<file path="config.mk">
export PLATFORM = sky130hd
export DESIGN_NAME = caso_top
export DESIGN_NICKNAME = d
export VERILOG_FILES = /design/src/core/caso_pkg.sv /design/src/core/caso_alu.sv /design/src/core/caso_mem.sv /design/src/core/caso_top.sv
export VERILOG_INCLUDE_DIRS = /design/src /design/src/core
export SDC_FILE = /design/constraint.sdc
export NUM_CORES = 2
export LEC_CHECK = 0
export ABC_AREA = 0
export BUFFER_PORTS_ARGS = -buffer_cell sky130_fd_sc_hd__buf_2
export CAP_MARGIN = 20
export CORE_UTILIZATION = 55
export CTS_CLUSTER_DIAMETER = 200
export DETAILED_ROUTE_END_ITERATION = 7
export PLACE_DENSITY = 0.73
export SYNTH_ARGS = -nofsm -noshare
export SYNTH_HDL_FRONTEND = slang
export SYNTH_SLANG_ARGS = --single-unit
</file>
<file path="constraint.sdc">
create_clock -name hclk -period 7.2 [get_ports hclk]
set_clock_uncertainty 0.1 [all_clocks]
set_input_delay 0.72 -clock hclk [delete_from_list [all_inputs] [get_ports hclk]]
set_output_delay 0.72 -clock hclk [all_outputs]
set_load 0.05 [all_outputs]
</file>
<file path="src/core/caso_defines.svh">
// Purpose: Offsets, field positions, reset values and opcodes
// Assumes: Byte addresses on a 32-bit AHB-Lite bus
// Notes: Definitions only
`ifndef CASO_DEFINES_SVH
`define CASO_DEFINES_SVH
`define CASO_OFS_ACC_A 12'h000
`define CASO_OFS_ACC_B 12'h004
`define CASO_OFS_FLAGS 12'h008
`define CASO_OFS_CMD 12'h00C
`define CASO_OFS_STATUS 12'h010
`define CASO_OFS_INDEX_EA 12'h014
`define CASO_MEM_SEL_BIT 10
`define CASO_FLAG_C 0
`define CASO_FLAG_V 1
`define CASO_FLAG_Z 2
`define CASO_FLAG_N 3
`define CASO_FLAG_I 4
`define CASO_FLAG_H 5
`define CASO_ST_BUSY 0
`define CASO_ST_BAD_OP 1
`define CASO_ST_IRQ_OK 2
`define CASO_FLAGS_RST 8'h10
`define CASO_OPC_ADD_BYTE_LIT 8'hCB
`define CASO_OPC_ADD_BYTE_DIR 8'hDB
`define CASO_OPC_ADD_BYTE_ABS 8'hFB
`define CASO_OPC_ADD_BYTE_INDEXED 8'hEB
`define CASO_OPC_ADD_WORD_LIT 8'hC3
`define CASO_OPC_ADD_WORD_DIR 8'hD3
`define CASO_OPC_ADD_WORD_ABS 8'hF3
`define CASO_OPC_ADD_WORD_INDEXED 8'hE3
`define CASO_OPC_AND_A_LIT 8'h84
`define CASO_OPC_AND_A_DIR 8'h94
`define CASO_OPC_AND_A_ABS 8'hB4
`define CASO_OPC_AND_A_INDEXED 8'hA4
`define CASO_OPC_AND_B_LIT 8'hC4
`define CASO_OPC_AND_B_DIR 8'hD4
`define CASO_OPC_AND_B_ABS 8'hF4
`define CASO_OPC_AND_B_INDEXED 8'hE4
`define CASO_OPC_CLR_FLAGS 8'h10
`define CASO_OPC_SHIFT_ABS 8'h78
`define CASO_OPC_SHIFT_INDEXED 8'h68
`endif

</file>
<file path="src/core/caso_pkg.sv">
// Purpose: Types shared by the execution slice
// Assumes: Nothing beyond SystemVerilog
// Notes: Constants live in caso_defines.svh
package caso_pkg;
  typedef enum logic [2:0] {
    CASO_OP_NONE = 3'h0,
    CASO_OP_ADD_BYTE = 3'h1,
    CASO_OP_ADD_WORD = 3'h2,
    CASO_OP_AND_A = 3'h3,
    CASO_OP_AND_B = 3'h4,
    CASO_OP_CLR_FLAGS = 3'h5,
    CASO_OP_SHIFT_MEM = 3'h6
  } caso_op_e;
  typedef enum logic [1:0] {
    CASO_MODE_LIT = 2'h0,
    CASO_MODE_DIR = 2'h1,
    CASO_MODE_ABS = 2'h2,
    CASO_MODE_INDEXED = 2'h3
  } caso_mode_e;
  typedef enum logic [3:0] {
    CASO_ST_IDLE = 4'b0001,
    CASO_ST_RD_HI = 4'b0010,
    CASO_ST_RD_LO = 4'b0100,
    CASO_ST_EXEC = 4'b1000
  } caso_state_e;
endpackage : caso_pkg

</file>
<file path="src/core/caso_alu.sv">
// Purpose: Result and flag logic for the add, and and shift ops
// Assumes: Operands stable for the whole execute cycle
// Notes: Purely combinational
`timescale 1ns/10ps
`include "caso_defines.svh"
module caso_alu (
  input wire caso_pkg::caso_op_e op,
  input wire logic [7:0] acc_a,
  input wire logic [7:0] acc_b,
  input wire logic [15:0] opnd,
  input wire logic [7:0] flags_in,
  output logic [15:0] res,
  output logic [7:0] flags_out
);
  logic [8:0] sum8;
  logic [4:0] sum4;
  logic [16:0] sum16;

  always_comb begin
    sum8 = {1'b0, acc_b} + {1'b0, opnd[7:0]};
    sum4 = {1'b0, acc_b[3:0]} + {1'b0, opnd[3:0]};
    sum16 = {1'b0, acc_a, acc_b} + {1'b0, opnd};
    res = 16'h0000;
    flags_out = flags_in;
    case (op)
      caso_pkg::CASO_OP_ADD_BYTE: begin
        res = {8'h00, sum8[7:0]};
        flags_out[`CASO_FLAG_H] = sum4[4];
        flags_out[`CASO_FLAG_V] = (acc_b[7] == opnd[7]) && (sum8[7] != acc_b[7]);
        flags_out[`CASO_FLAG_C] = sum8[8];
      end
      caso_pkg::CASO_OP_ADD_WORD: begin
        res = sum16[15:0];
        flags_out[`CASO_FLAG_V] = (acc_a[7] == opnd[15]) && (sum16[15] != acc_a[7]);
        flags_out[`CASO_FLAG_C] = sum16[16];
      end
      caso_pkg::CASO_OP_AND_A: begin
        res = {8'h00, acc_a & opnd[7:0]};
        flags_out[`CASO_FLAG_V] = 1'b0;
      end
      caso_pkg::CASO_OP_AND_B: begin
        res = {8'h00, acc_b & opnd[7:0]};
        flags_out[`CASO_FLAG_V] = 1'b0;
      end
      caso_pkg::CASO_OP_SHIFT_MEM: begin
        res = {8'h00, opnd[6:0], 1'b0};
        flags_out[`CASO_FLAG_C] = opnd[7];
        flags_out[`CASO_FLAG_V] = opnd[6] ^ opnd[7];
      end
      default: begin
        res = 16'h0000;
      end
    endcase
    if (op == caso_pkg::CASO_OP_ADD_WORD) begin
      flags_out[`CASO_FLAG_N] = res[15];
      flags_out[`CASO_FLAG_Z] = (res == 16'h0000);
    end else if (op != caso_pkg::CASO_OP_NONE && op != caso_pkg::CASO_OP_CLR_FLAGS) begin
      flags_out[`CASO_FLAG_N] = res[7];
      flags_out[`CASO_FLAG_Z] = (res[7:0] == 8'h00);
    end
  end
endmodule : caso_alu

</file>
<file path="src/core/caso_mem.sv">
// Purpose: Operand memory, 256 bytes, registered read
// Assumes: One access per cycle
// Notes: Read data valid the cycle after the request
`timescale 1ns/10ps
module caso_mem (
  input wire logic clk,
  input wire logic rst_n,
  input wire logic en,
  input wire logic we,
  input wire logic [7:0] addr,
  input wire logic [7:0] wdata,
  output logic [7:0] rdata
);
  logic [7:0] mem_q [0:255];

  always_ff @(posedge clk) begin
    if (en && we) begin
      mem_q[addr] <= wdata;
    end
  end

  always_ff @(posedge clk or negedge rst_n) begin
    if (!rst_n) begin
      rdata <= 8'h00;
    end else if (en && !we) begin
      rdata <= mem_q[addr];
    end
  end
endmodule : caso_mem

</file>
<file path="src/core/caso_top.sv">
// Purpose: Execution slice for byte/word add, and, flag mask and memory shift
// Assumes: AHB-Lite single word transfers, one slave, 10 MHz hclk
// Notes: Commands are issued by writing the command register
//
// Notes on behaviour
// - Byte add into B, carry not used
// - Half carry from bit 3 carry
// - N is bit 7, Z for zero byte
// - Overflow when like signs give unlike result
// - Carry from bit 7 of byte add
// - Word add M:M+1 into A:B
// - Word add flags from bit 15, H kept
// - Byte add opcodes CB DB FB EB
// - Word add opcodes C3 D3 F3 E3
// - AND into A, V cleared, C kept
// - AND into B, V cleared, C kept
// - AND opcodes 84 94 B4 A4, C4 D4 F4 E4
// - Flag register ANDed with literal mask
// - Opcode 10 plus mask, one cycle
// - Interrupts allowed one cycle late after unmask
// - Memory shift left, zero in, MSB to C
// - V equals N xor C after shift
// - Shift opcodes 78 and 68, read then write
`timescale 1ns/10ps
`include "caso_defines.svh"
module caso_top (
  input wire logic hclk,
  input wire logic hresetn,
  input wire logic hsel,
  input wire logic [31:0] haddr,
  input wire logic [1:0] htrans,
  input wire logic hwrite,
  input wire logic [2:0] hsize,
  input wire logic [31:0] hwdata,
  input wire logic hready,
  output logic hreadyout,
  output logic [31:0] hrdata,
  output logic hresp,
  output logic irq_allowed
);
  caso_pkg::caso_state_e state_q;
  caso_pkg::caso_state_e state_d;
  caso_pkg::caso_op_e op_q;
  caso_pkg::caso_mode_e mode_q;
  caso_pkg::caso_op_e new_op;
  caso_pkg::caso_mode_e new_mode;
  caso_pkg::caso_op_e alu_op;
  logic pend_q;
  logic pend_wr_q;
  logic phase2_q;
  logic [11:0] pend_addr_q;
  logic [7:0] acc_a_q;
  logic [7:0] acc_b_q;
  logic [7:0] flags_q;
  logic [7:0] opr1_q;
  logic [7:0] opr2_q;
  logic [7:0] idx_ea_q;
  logic [7:0] op_hi_q;
  logic bad_op_q;
  logic i_dly_q;
  logic busy;
  logic addr_take;
  logic bus_act;
  logic bus_wr;
  logic is_mem;
  logic cmd_wr;
  logic [7:0] eff_addr;
  logic mem_en;
  logic mem_we;
  logic [7:0] mem_addr;
  logic [7:0] mem_wdata;
  logic [7:0] mem_rdata;
  logic [15:0] alu_opnd;
  logic [15:0] alu_res;
  logic [7:0] alu_flags;
  logic [31:0] rd_mux;

  // Opcode to operation
  function automatic caso_pkg::caso_op_e dec_op(input logic [7:0] opc);
    case (opc)
      `CASO_OPC_ADD_BYTE_LIT, `CASO_OPC_ADD_BYTE_DIR,
      `CASO_OPC_ADD_BYTE_ABS, `CASO_OPC_ADD_BYTE_INDEXED: begin
        dec_op = caso_pkg::CASO_OP_ADD_BYTE;
      end
      `CASO_OPC_ADD_WORD_LIT, `CASO_OPC_ADD_WORD_DIR,
      `CASO_OPC_ADD_WORD_ABS, `CASO_OPC_ADD_WORD_INDEXED: begin
        dec_op = caso_pkg::CASO_OP_ADD_WORD;
      end
      `CASO_OPC_AND_A_LIT, `CASO_OPC_AND_A_DIR,
      `CASO_OPC_AND_A_ABS, `CASO_OPC_AND_A_INDEXED: begin
        dec_op = caso_pkg::CASO_OP_AND_A;
      end
      `CASO_OPC_AND_B_LIT, `CASO_OPC_AND_B_DIR,
      `CASO_OPC_AND_B_ABS, `CASO_OPC_AND_B_INDEXED: begin
        dec_op = caso_pkg::CASO_OP_AND_B;
      end
      `CASO_OPC_CLR_FLAGS: begin
        dec_op = caso_pkg::CASO_OP_CLR_FLAGS;
      end
      `CASO_OPC_SHIFT_ABS, `CASO_OPC_SHIFT_INDEXED: begin
        dec_op = caso_pkg::CASO_OP_SHIFT_MEM;
      end
      default: begin
        dec_op = caso_pkg::CASO_OP_NONE;
      end
    endcase
  endfunction : dec_op

  // Opcode to addressing mode
  function automatic caso_pkg::caso_mode_e dec_mode(input logic [7:0] opc);
    case (opc)
      `CASO_OPC_ADD_BYTE_DIR, `CASO_OPC_ADD_WORD_DIR,
      `CASO_OPC_AND_A_DIR, `CASO_OPC_AND_B_DIR: begin
        dec_mode = caso_pkg::CASO_MODE_DIR;
      end
      `CASO_OPC_ADD_BYTE_ABS, `CASO_OPC_ADD_WORD_ABS, `CASO_OPC_AND_A_ABS,
      `CASO_OPC_AND_B_ABS, `CASO_OPC_SHIFT_ABS: begin
        dec_mode = caso_pkg::CASO_MODE_ABS;
      end
      `CASO_OPC_ADD_BYTE_INDEXED, `CASO_OPC_ADD_WORD_INDEXED, `CASO_OPC_AND_A_INDEXED,
      `CASO_OPC_AND_B_INDEXED, `CASO_OPC_SHIFT_INDEXED: begin
        dec_mode = caso_pkg::CASO_MODE_INDEXED;
      end
      default: begin
        dec_mode = caso_pkg::CASO_MODE_LIT;
      end
    endcase
  endfunction : dec_mode

  assign busy = (state_q != caso_pkg::CASO_ST_IDLE);
  assign addr_take = hsel && htrans[1] && hready;
  // Bus work waits while an instruction runs, which stalls the master
  assign bus_act = pend_q && !phase2_q && !busy;
  assign bus_wr = bus_act && pend_wr_q;
  assign is_mem = pend_addr_q[`CASO_MEM_SEL_BIT];
  assign cmd_wr = bus_wr && !is_mem && (pend_addr_q == `CASO_OFS_CMD);
  assign new_op = dec_op(hwdata[7:0]);
  assign new_mode = dec_mode(hwdata[7:0]);

  // Only the low byte of a sixteen-bit address reaches the 256-byte memory
  always_comb begin
    case (mode_q)
      caso_pkg::CASO_MODE_DIR: begin
        eff_addr = opr1_q;
      end
      caso_pkg::CASO_MODE_ABS: begin
        eff_addr = opr2_q;
      end
      caso_pkg::CASO_MODE_INDEXED: begin
        eff_addr = idx_ea_q;
      end
      default: begin
        eff_addr = opr1_q;
      end
    endcase
  end

  // Bus transfer tracking
  always_ff @(posedge hclk or negedge hresetn) begin
    if (!hresetn) begin
      pend_q <= 1'b0;
      pend_wr_q <= 1'b0;
      phase2_q <= 1'b0;
      pend_addr_q <= 12'h000;
      hreadyout <= 1'b1;
      hrdata <= 32'h00000000;
    end else if (addr_take) begin
      pend_q <= 1'b1;
      pend_wr_q <= hwrite;
      phase2_q <= 1'b0;
      pend_addr_q <= haddr[11:0];
      hreadyout <= 1'b0;
    end else if (bus_act) begin
      phase2_q <= 1'b1;
    end else if (pend_q && phase2_q) begin
      pend_q <= 1'b0;
      phase2_q <= 1'b0;
      hreadyout <= 1'b1;
      hrdata <= pend_wr_q ? 32'h00000000 : rd_mux;
    end
  end

  always_ff @(posedge hclk or negedge hresetn) begin
    if (!hresetn) begin
      hresp <= 1'b0;
    end else begin
      hresp <= 1'b0;
    end
  end

  // Register read mux, unmapped reads give zero
  always_comb begin
    rd_mux = 32'h00000000;
    if (is_mem) begin
      rd_mux = {24'h000000, mem_rdata};
    end else begin
      case (pend_addr_q)
        `CASO_OFS_ACC_A: begin
          rd_mux = {24'h000000, acc_a_q};
        end
        `CASO_OFS_ACC_B: begin
          rd_mux = {24'h000000, acc_b_q};
        end
        `CASO_OFS_FLAGS: begin
          rd_mux = {24'h000000, flags_q};
        end
        `CASO_OFS_CMD: begin
          rd_mux = {8'h00, opr2_q, opr1_q, 8'h00};
        end
        `CASO_OFS_STATUS: begin
          rd_mux[`CASO_ST_BUSY] = busy;
          rd_mux[`CASO_ST_BAD_OP] = bad_op_q;
          rd_mux[`CASO_ST_IRQ_OK] = irq_allowed;
        end
        `CASO_OFS_INDEX_EA: begin
          rd_mux = {24'h000000, idx_ea_q};
        end
        default: begin
          rd_mux = 32'h00000000;
        end
      endcase
    end
  end

  // Memory port: engine while busy, bus otherwise
  always_comb begin
    mem_en = 1'b0;
    mem_we = 1'b0;
    mem_addr = eff_addr;
    mem_wdata = alu_res[7:0];
    case (state_q)
      caso_pkg::CASO_ST_RD_HI: begin
        mem_en = 1'b1;
      end
      caso_pkg::CASO_ST_RD_LO: begin
        mem_en = 1'b1;
        mem_addr = 8'(eff_addr + 8'h01);
      end
      caso_pkg::CASO_ST_EXEC: begin
        mem_en = (op_q == caso_pkg::CASO_OP_SHIFT_MEM);
        mem_we = 1'b1;
      end
      default: begin
        mem_en = bus_act && is_mem;
        mem_we = pend_wr_q;
        mem_addr = pend_addr_q[9:2];
        mem_wdata = hwdata[7:0];
      end
    endcase
  end

  // Instruction sequencer
  always_comb begin
    state_d = state_q;
    case (state_q)
      caso_pkg::CASO_ST_IDLE: begin
        if (cmd_wr && new_op != caso_pkg::CASO_OP_NONE && new_op != caso_pkg::CASO_OP_CLR_FLAGS) begin
          if (new_mode == caso_pkg::CASO_MODE_LIT) begin
            state_d = caso_pkg::CASO_ST_EXEC;
          end else begin
            state_d = caso_pkg::CASO_ST_RD_HI;
          end
        end
      end
      caso_pkg::CASO_ST_RD_HI: begin
        if (op_q == caso_pkg::CASO_OP_ADD_WORD) begin
          state_d = caso_pkg::CASO_ST_RD_LO;
        end else begin
          state_d = caso_pkg::CASO_ST_EXEC;
        end
      end
      caso_pkg::CASO_ST_RD_LO: begin
        state_d = caso_pkg::CASO_ST_EXEC;
      end
      caso_pkg::CASO_ST_EXEC: begin
        state_d = caso_pkg::CASO_ST_IDLE;
      end
      default: begin
        state_d = caso_pkg::CASO_ST_IDLE;
      end
    endcase
  end

  always_ff @(posedge hclk or negedge hresetn) begin
    if (!hresetn) begin
      state_q <= caso_pkg::CASO_ST_IDLE;
    end else begin
      state_q <= state_d;
    end
  end

  // Latched command fields
  always_ff @(posedge hclk or negedge hresetn) begin
    if (!hresetn) begin
      op_q <= caso_pkg::CASO_OP_NONE;
      mode_q <= caso_pkg::CASO_MODE_LIT;
      opr1_q <= 8'h00;
      opr2_q <= 8'h00;
    end else if (cmd_wr) begin
      op_q <= new_op;
      mode_q <= new_mode;
      opr1_q <= hwdata[15:8];
      opr2_q <= hwdata[23:16];
    end
  end

  // High byte of a word operand, read from M first
  always_ff @(posedge hclk or negedge hresetn) begin
    if (!hresetn) begin
      op_hi_q <= 8'h00;
    end else if (state_q == caso_pkg::CASO_ST_RD_LO) begin
      op_hi_q <= mem_rdata;
    end
  end

  always_ff @(posedge hclk or negedge hresetn) begin
    if (!hresetn) begin
      idx_ea_q <= 8'h00;
    end else if (bus_wr && !is_mem && pend_addr_q == `CASO_OFS_INDEX_EA) begin
      idx_ea_q <= hwdata[7:0];
    end
  end

  // Operand source for the execute cycle
  always_comb begin
    if (mode_q == caso_pkg::CASO_MODE_LIT) begin
      if (op_q == caso_pkg::CASO_OP_ADD_WORD) begin
        alu_opnd = {opr1_q, opr2_q};
      end else begin
        alu_opnd = {8'h00, opr1_q};
      end
    end else if (op_q == caso_pkg::CASO_OP_ADD_WORD) begin
      alu_opnd = {op_hi_q, mem_rdata};
    end else begin
      alu_opnd = {8'h00, mem_rdata};
    end
  end

  assign alu_op = (state_q == caso_pkg::CASO_ST_EXEC) ? op_q : caso_pkg::CASO_OP_NONE;

  caso_alu u_alu (
    .op(alu_op),
    .acc_a(acc_a_q),
    .acc_b(acc_b_q),
    .opnd(alu_opnd),
    .flags_in(flags_q),
    .res(alu_res),
    .flags_out(alu_flags)
  );

  caso_mem u_mem (
    .clk(hclk),
    .rst_n(hresetn),
    .en(mem_en),
    .we(mem_we),
    .addr(mem_addr),
    .wdata(mem_wdata),
    .rdata(mem_rdata)
  );

  // Accumulators
  always_ff @(posedge hclk or negedge hresetn) begin
    if (!hresetn) begin
      acc_a_q <= 8'h00;
      acc_b_q <= 8'h00;
    end else if (state_q == caso_pkg::CASO_ST_EXEC) begin
      case (op_q)
        caso_pkg::CASO_OP_ADD_BYTE: begin
          acc_b_q <= alu_res[7:0];
        end
        caso_pkg::CASO_OP_ADD_WORD: begin
          acc_a_q <= alu_res[15:8];
          acc_b_q <= alu_res[7:0];
        end
        caso_pkg::CASO_OP_AND_A: begin
          acc_a_q <= alu_res[7:0];
        end
        caso_pkg::CASO_OP_AND_B: begin
          acc_b_q <= alu_res[7:0];
        end
        default: begin
          acc_a_q <= acc_a_q;
        end
      endcase
    end else if (bus_wr && !is_mem && pend_addr_q == `CASO_OFS_ACC_A) begin
      acc_a_q <= hwdata[7:0];
    end else if (bus_wr && !is_mem && pend_addr_q == `CASO_OFS_ACC_B) begin
      acc_b_q <= hwdata[7:0];
    end
  end

  // Flag register: execute, mask command or direct write
  always_ff @(posedge hclk or negedge hresetn) begin
    if (!hresetn) begin
      flags_q <= `CASO_FLAGS_RST;
    end else if (state_q == caso_pkg::CASO_ST_EXEC) begin
      flags_q <= alu_flags;
    end else if (cmd_wr && new_op == caso_pkg::CASO_OP_CLR_FLAGS) begin
      flags_q <= flags_q & hwdata[15:8];
    end else if (bus_wr && !is_mem && pend_addr_q == `CASO_OFS_FLAGS) begin
      flags_q <= hwdata[7:0];
    end
  end

  // Unknown opcode flag, set wins over the clear
  always_ff @(posedge hclk or negedge hresetn) begin
    if (!hresetn) begin
      bad_op_q <= 1'b0;
    end else if (cmd_wr && new_op == caso_pkg::CASO_OP_NONE) begin
      bad_op_q <= 1'b1;
    end else if (bus_wr && !is_mem && pend_addr_q == `CASO_OFS_STATUS && hwdata[`CASO_ST_BAD_OP]) begin
      bad_op_q <= 1'b0;
    end
  end

  // Extra stage keeps an interrupt out of the instruction after an unmask
  always_ff @(posedge hclk or negedge hresetn) begin
    if (!hresetn) begin
      i_dly_q <= 1'b0;
      irq_allowed <= 1'b0;
    end else begin
      i_dly_q <= !flags_q[`CASO_FLAG_I];
      irq_allowed <= !flags_q[`CASO_FLAG_I] && i_dly_q;
    end
  end
endmodule : caso_top

</file>
==> results.ini <==
[run_status]
outcome = complete, but fails checks
violations = design-rule violations

[floorplanning]
fp-row-count = 145
core_um2 = 156000
dieWidth_um = 399
initial_core_util = 0.555
ios = 109
die_h_um = 399
die_area_um2 = 159000

[worst_setup_path]
crit_family = compound AO/OA/AOI/OAI gates
path_depth = 12
reg2reg_to = u_mem.rdata[4]
crit_buf_inv = 1
path_max_fanout = 29
worstPathArrival_ns = 6.47
cp-start-kind = flip-flop
cp-end-kind = flip-flop
r2r_slack_ns = 1.29
rr_startpoint = state_q[2]
critPathKind = reg -> reg
slowest_stage = a221o_4
cp_slowest_stage_delay_ns = 0.93
r2r_cells = 12
worstPathCellList = nor3_1, a211oi_2, nand2_2, a221o_4, buf_4, mux4_2, nand2_1, a21oi_1, or4_1, o31ai_1, o311a_1, a41oi_1
worstPathRequired_ns = 7.76

[yosys]
synth_seq_area_share = 0.742
syn_inst = 4679
avgSynthCellArea_um2 = 18.6
synth_most_common_cell = edfxtp_1
synth_top_area_frac = 0.708
async_reset_ff_frac = 0.0536
synth_commonest_cells = edfxtp_1 (2048), mux4_2 (512), nand2_1 (501)
synth_area_um2 = 86800
synth_warnings = 0
ys.flop_type = edfxtp_1
synth.area.top_cells = edfxtp_1 (71%), mux4_2 (13%), dfrtp_1 (3.3%)
synth_edf_count = 2048
yosysTopAreaCell = edfxtp_1
ys_ff_latch = 2164
synth.distinct_cells = 72

[timing]
rsz0062_at_grt = false
slew_violations = 0
layout_setup_ws_ns = 1.29
max_freq_mhz = 169
hold_viol = 0
fin_crit_sh = 0.821
tns_ns = 0
tightest_slew_ns = 1.17
finalSetupViolCount = 0
slew_headroom = 0.213
min_period_ns = 5.91

[drt]
wl_um = 214000
avgViaCountPerCell = 6.56
wl_per_cell_um = 30.4
vias = 46300
drcViolationCount = 4
drt_pass1_iterations = 8
drt_iter0_markers = 6039
ant_nets = 0

[clock_tree]
clkLatencyLatePin_ns = 0.85
clockBufferDepth = 3
cts-buffers-inserted = 206
cts_max_level = 4
cts_sinks = 2164
cts_root_buf = clkbuf_16
cts_tree = built
clkTransAtPathRegs_ns = 0.07

[finish]
area.growth.synth_to_final_pct = 11.3
layout-drive-gt1-share = 0.217
instances_no_fill = 7055
fin_nets = 4923
fillers = 10700

[flow_run]
cap_viol_max_count = 0

[power]
ir_drop_uv = 247
pwr_density_cell_nw_per_um2 = 300
comb_power_share = 0.148
internal-power_w = 0.0215
p_leak_nw = 31.2
seqPwrFrac = 0.486
switching_power_w = 0.00750
p_clk_frac = 0.366
p_sw_frac = 0.259

[place]
pre_cts_ws_ns = 1.42
io_buffers = 67
placed_cells = 6653
place.gp.congestion = 0.905
dp_hpwl_um = 128000

[grt]
grt_pass1_vias = 46000
grt_pass1_wl_um = 311000
overflow = 0
grt_use_total = 0.271
grt_max_degree = 181
antenna_found_initial = 6

[min_path]
min_to = opr2_q[3]
min-delay-path-class = in -> reg
hold_start = hwdata[19]
hold_path_depth = 2

flip-flops by register name, indices dropped and copies added, names as in the netlist, 2 cells and up:
register	cells
u_mem.mem_q	2048
hrdata	24
pend_addr_q	12
acc_a_q	8
acc_b_q	8
flags_q	8
idx_ea_q	8
op_hi_q	8
opr1_q	8
opr2_q	8
u_mem.rdata	8
state_q	4
op_q	3
mode_q	2
layout by cell type (no fill, tap or decap), types with 85 or more instances in the layout:
master	count
nand3_1	160
mux2i_1	85
dfrtp_1	113
a21oi_1	106
mux4_2	512
nor2_1	333
buf_4	99
edfxtp_1	2048
clkbuf_16	210
nand2_1	489
layout make-up:
type / instances / area (um^2) / area share
clock buffers: 269 / 5550 / 0.0574
clock inverters: 106 / 1050 / 0.0108
multi-input cells: 2219 / 21100 / 0.218
well taps: 2058 / 2570 / 0.0266
flip-flops and latches: 2164 / 64400 / 0.666
inverters: 15 / 56.3 / 0.000582
repair buffers: 222 / 1970 / 0.0204
diodes: 2 / 5.00 / 0.0000518
metal layers:
metal	global-route usage	wire [um]	vias to the layer above
met5	0	54	-
met4	0.0992	8350	8
met3	0.0619	22100	477
met2	0.427	103000	2661
met1	0.374	81200	24100
li1	-	-	19100
through the flow:
step | cell area, um^2 | power (W) | hold WS, ns | util
4_1_cts | 96600 | 0.0290 | 0.000140 | 0.618
3_5_place_dp | 89800 | 0.0185 | 0.362 | 0.574
6_report | 96700 | 0.0290 | 0.0443 | 0.618
5_1_grt | 96700 | 0.0297 | 0.0308 | 0.618
3_3_place_gp | 89700 | 0.0185 | 0.345 | 0.574
2_1_floorplan | 86900 | 0.0171 | 0.324 | -
logic make-up (layout without fill, tap and decap cells):
kind of cell | after synthesis | in the layout | share of synthesized area
muxes | 643 | 643 | 0.149
DFF | 2164 | 2164 | 0.742
adders and majority gates | 21 | 21 | 0.00311
AOI/OAI and AO/OA | 403 | 403 | 0.0316
other | 1 | 11 | 0.0000432
and+or+nand+nor | 1123 | 1123 | 0.0548
buffers and inverters | 304 | 612 | 0.0181
xor gates and xnor gates | 20 | 20 | 0.00202
power groups by stage:
stage	Sequential (W)	Combinational, W	Clock [W]
CTS	0.0141	0.00426	0.0107
finish	0.0141	0.00429	0.0106
detailed placement	0.0143	0.00422	0
global route	0.0141	0.00450	0.0112
floorplan	0.0143	0.00280	0
global placement	0.0143	0.00418	0
timing repair:
item / CTS / global route
resized for setup: 0 / 0
hold buffers: 23 / 0
endpoints found under the hold margin: 59 / 0
buffers inserted: 0 / 0
how the worst max path moves through the flow:
stage                     from             endpoint  slack [ns]
floorplan            mode_q[1]    u_mem.mem_q[0][6]        0.07
global placement    state_q[1]  u_mem.mem_q[141][0]        1.20
detailed placement  state_q[1]       u_mem.rdata[5]        1.42
CTS                 state_q[2]       u_mem.rdata[5]        1.35
global route        state_q[2]       u_mem.rdata[0]        1.10
finish              state_q[2]       u_mem.rdata[4]        1.29
(Power assumes the default switching activity.)
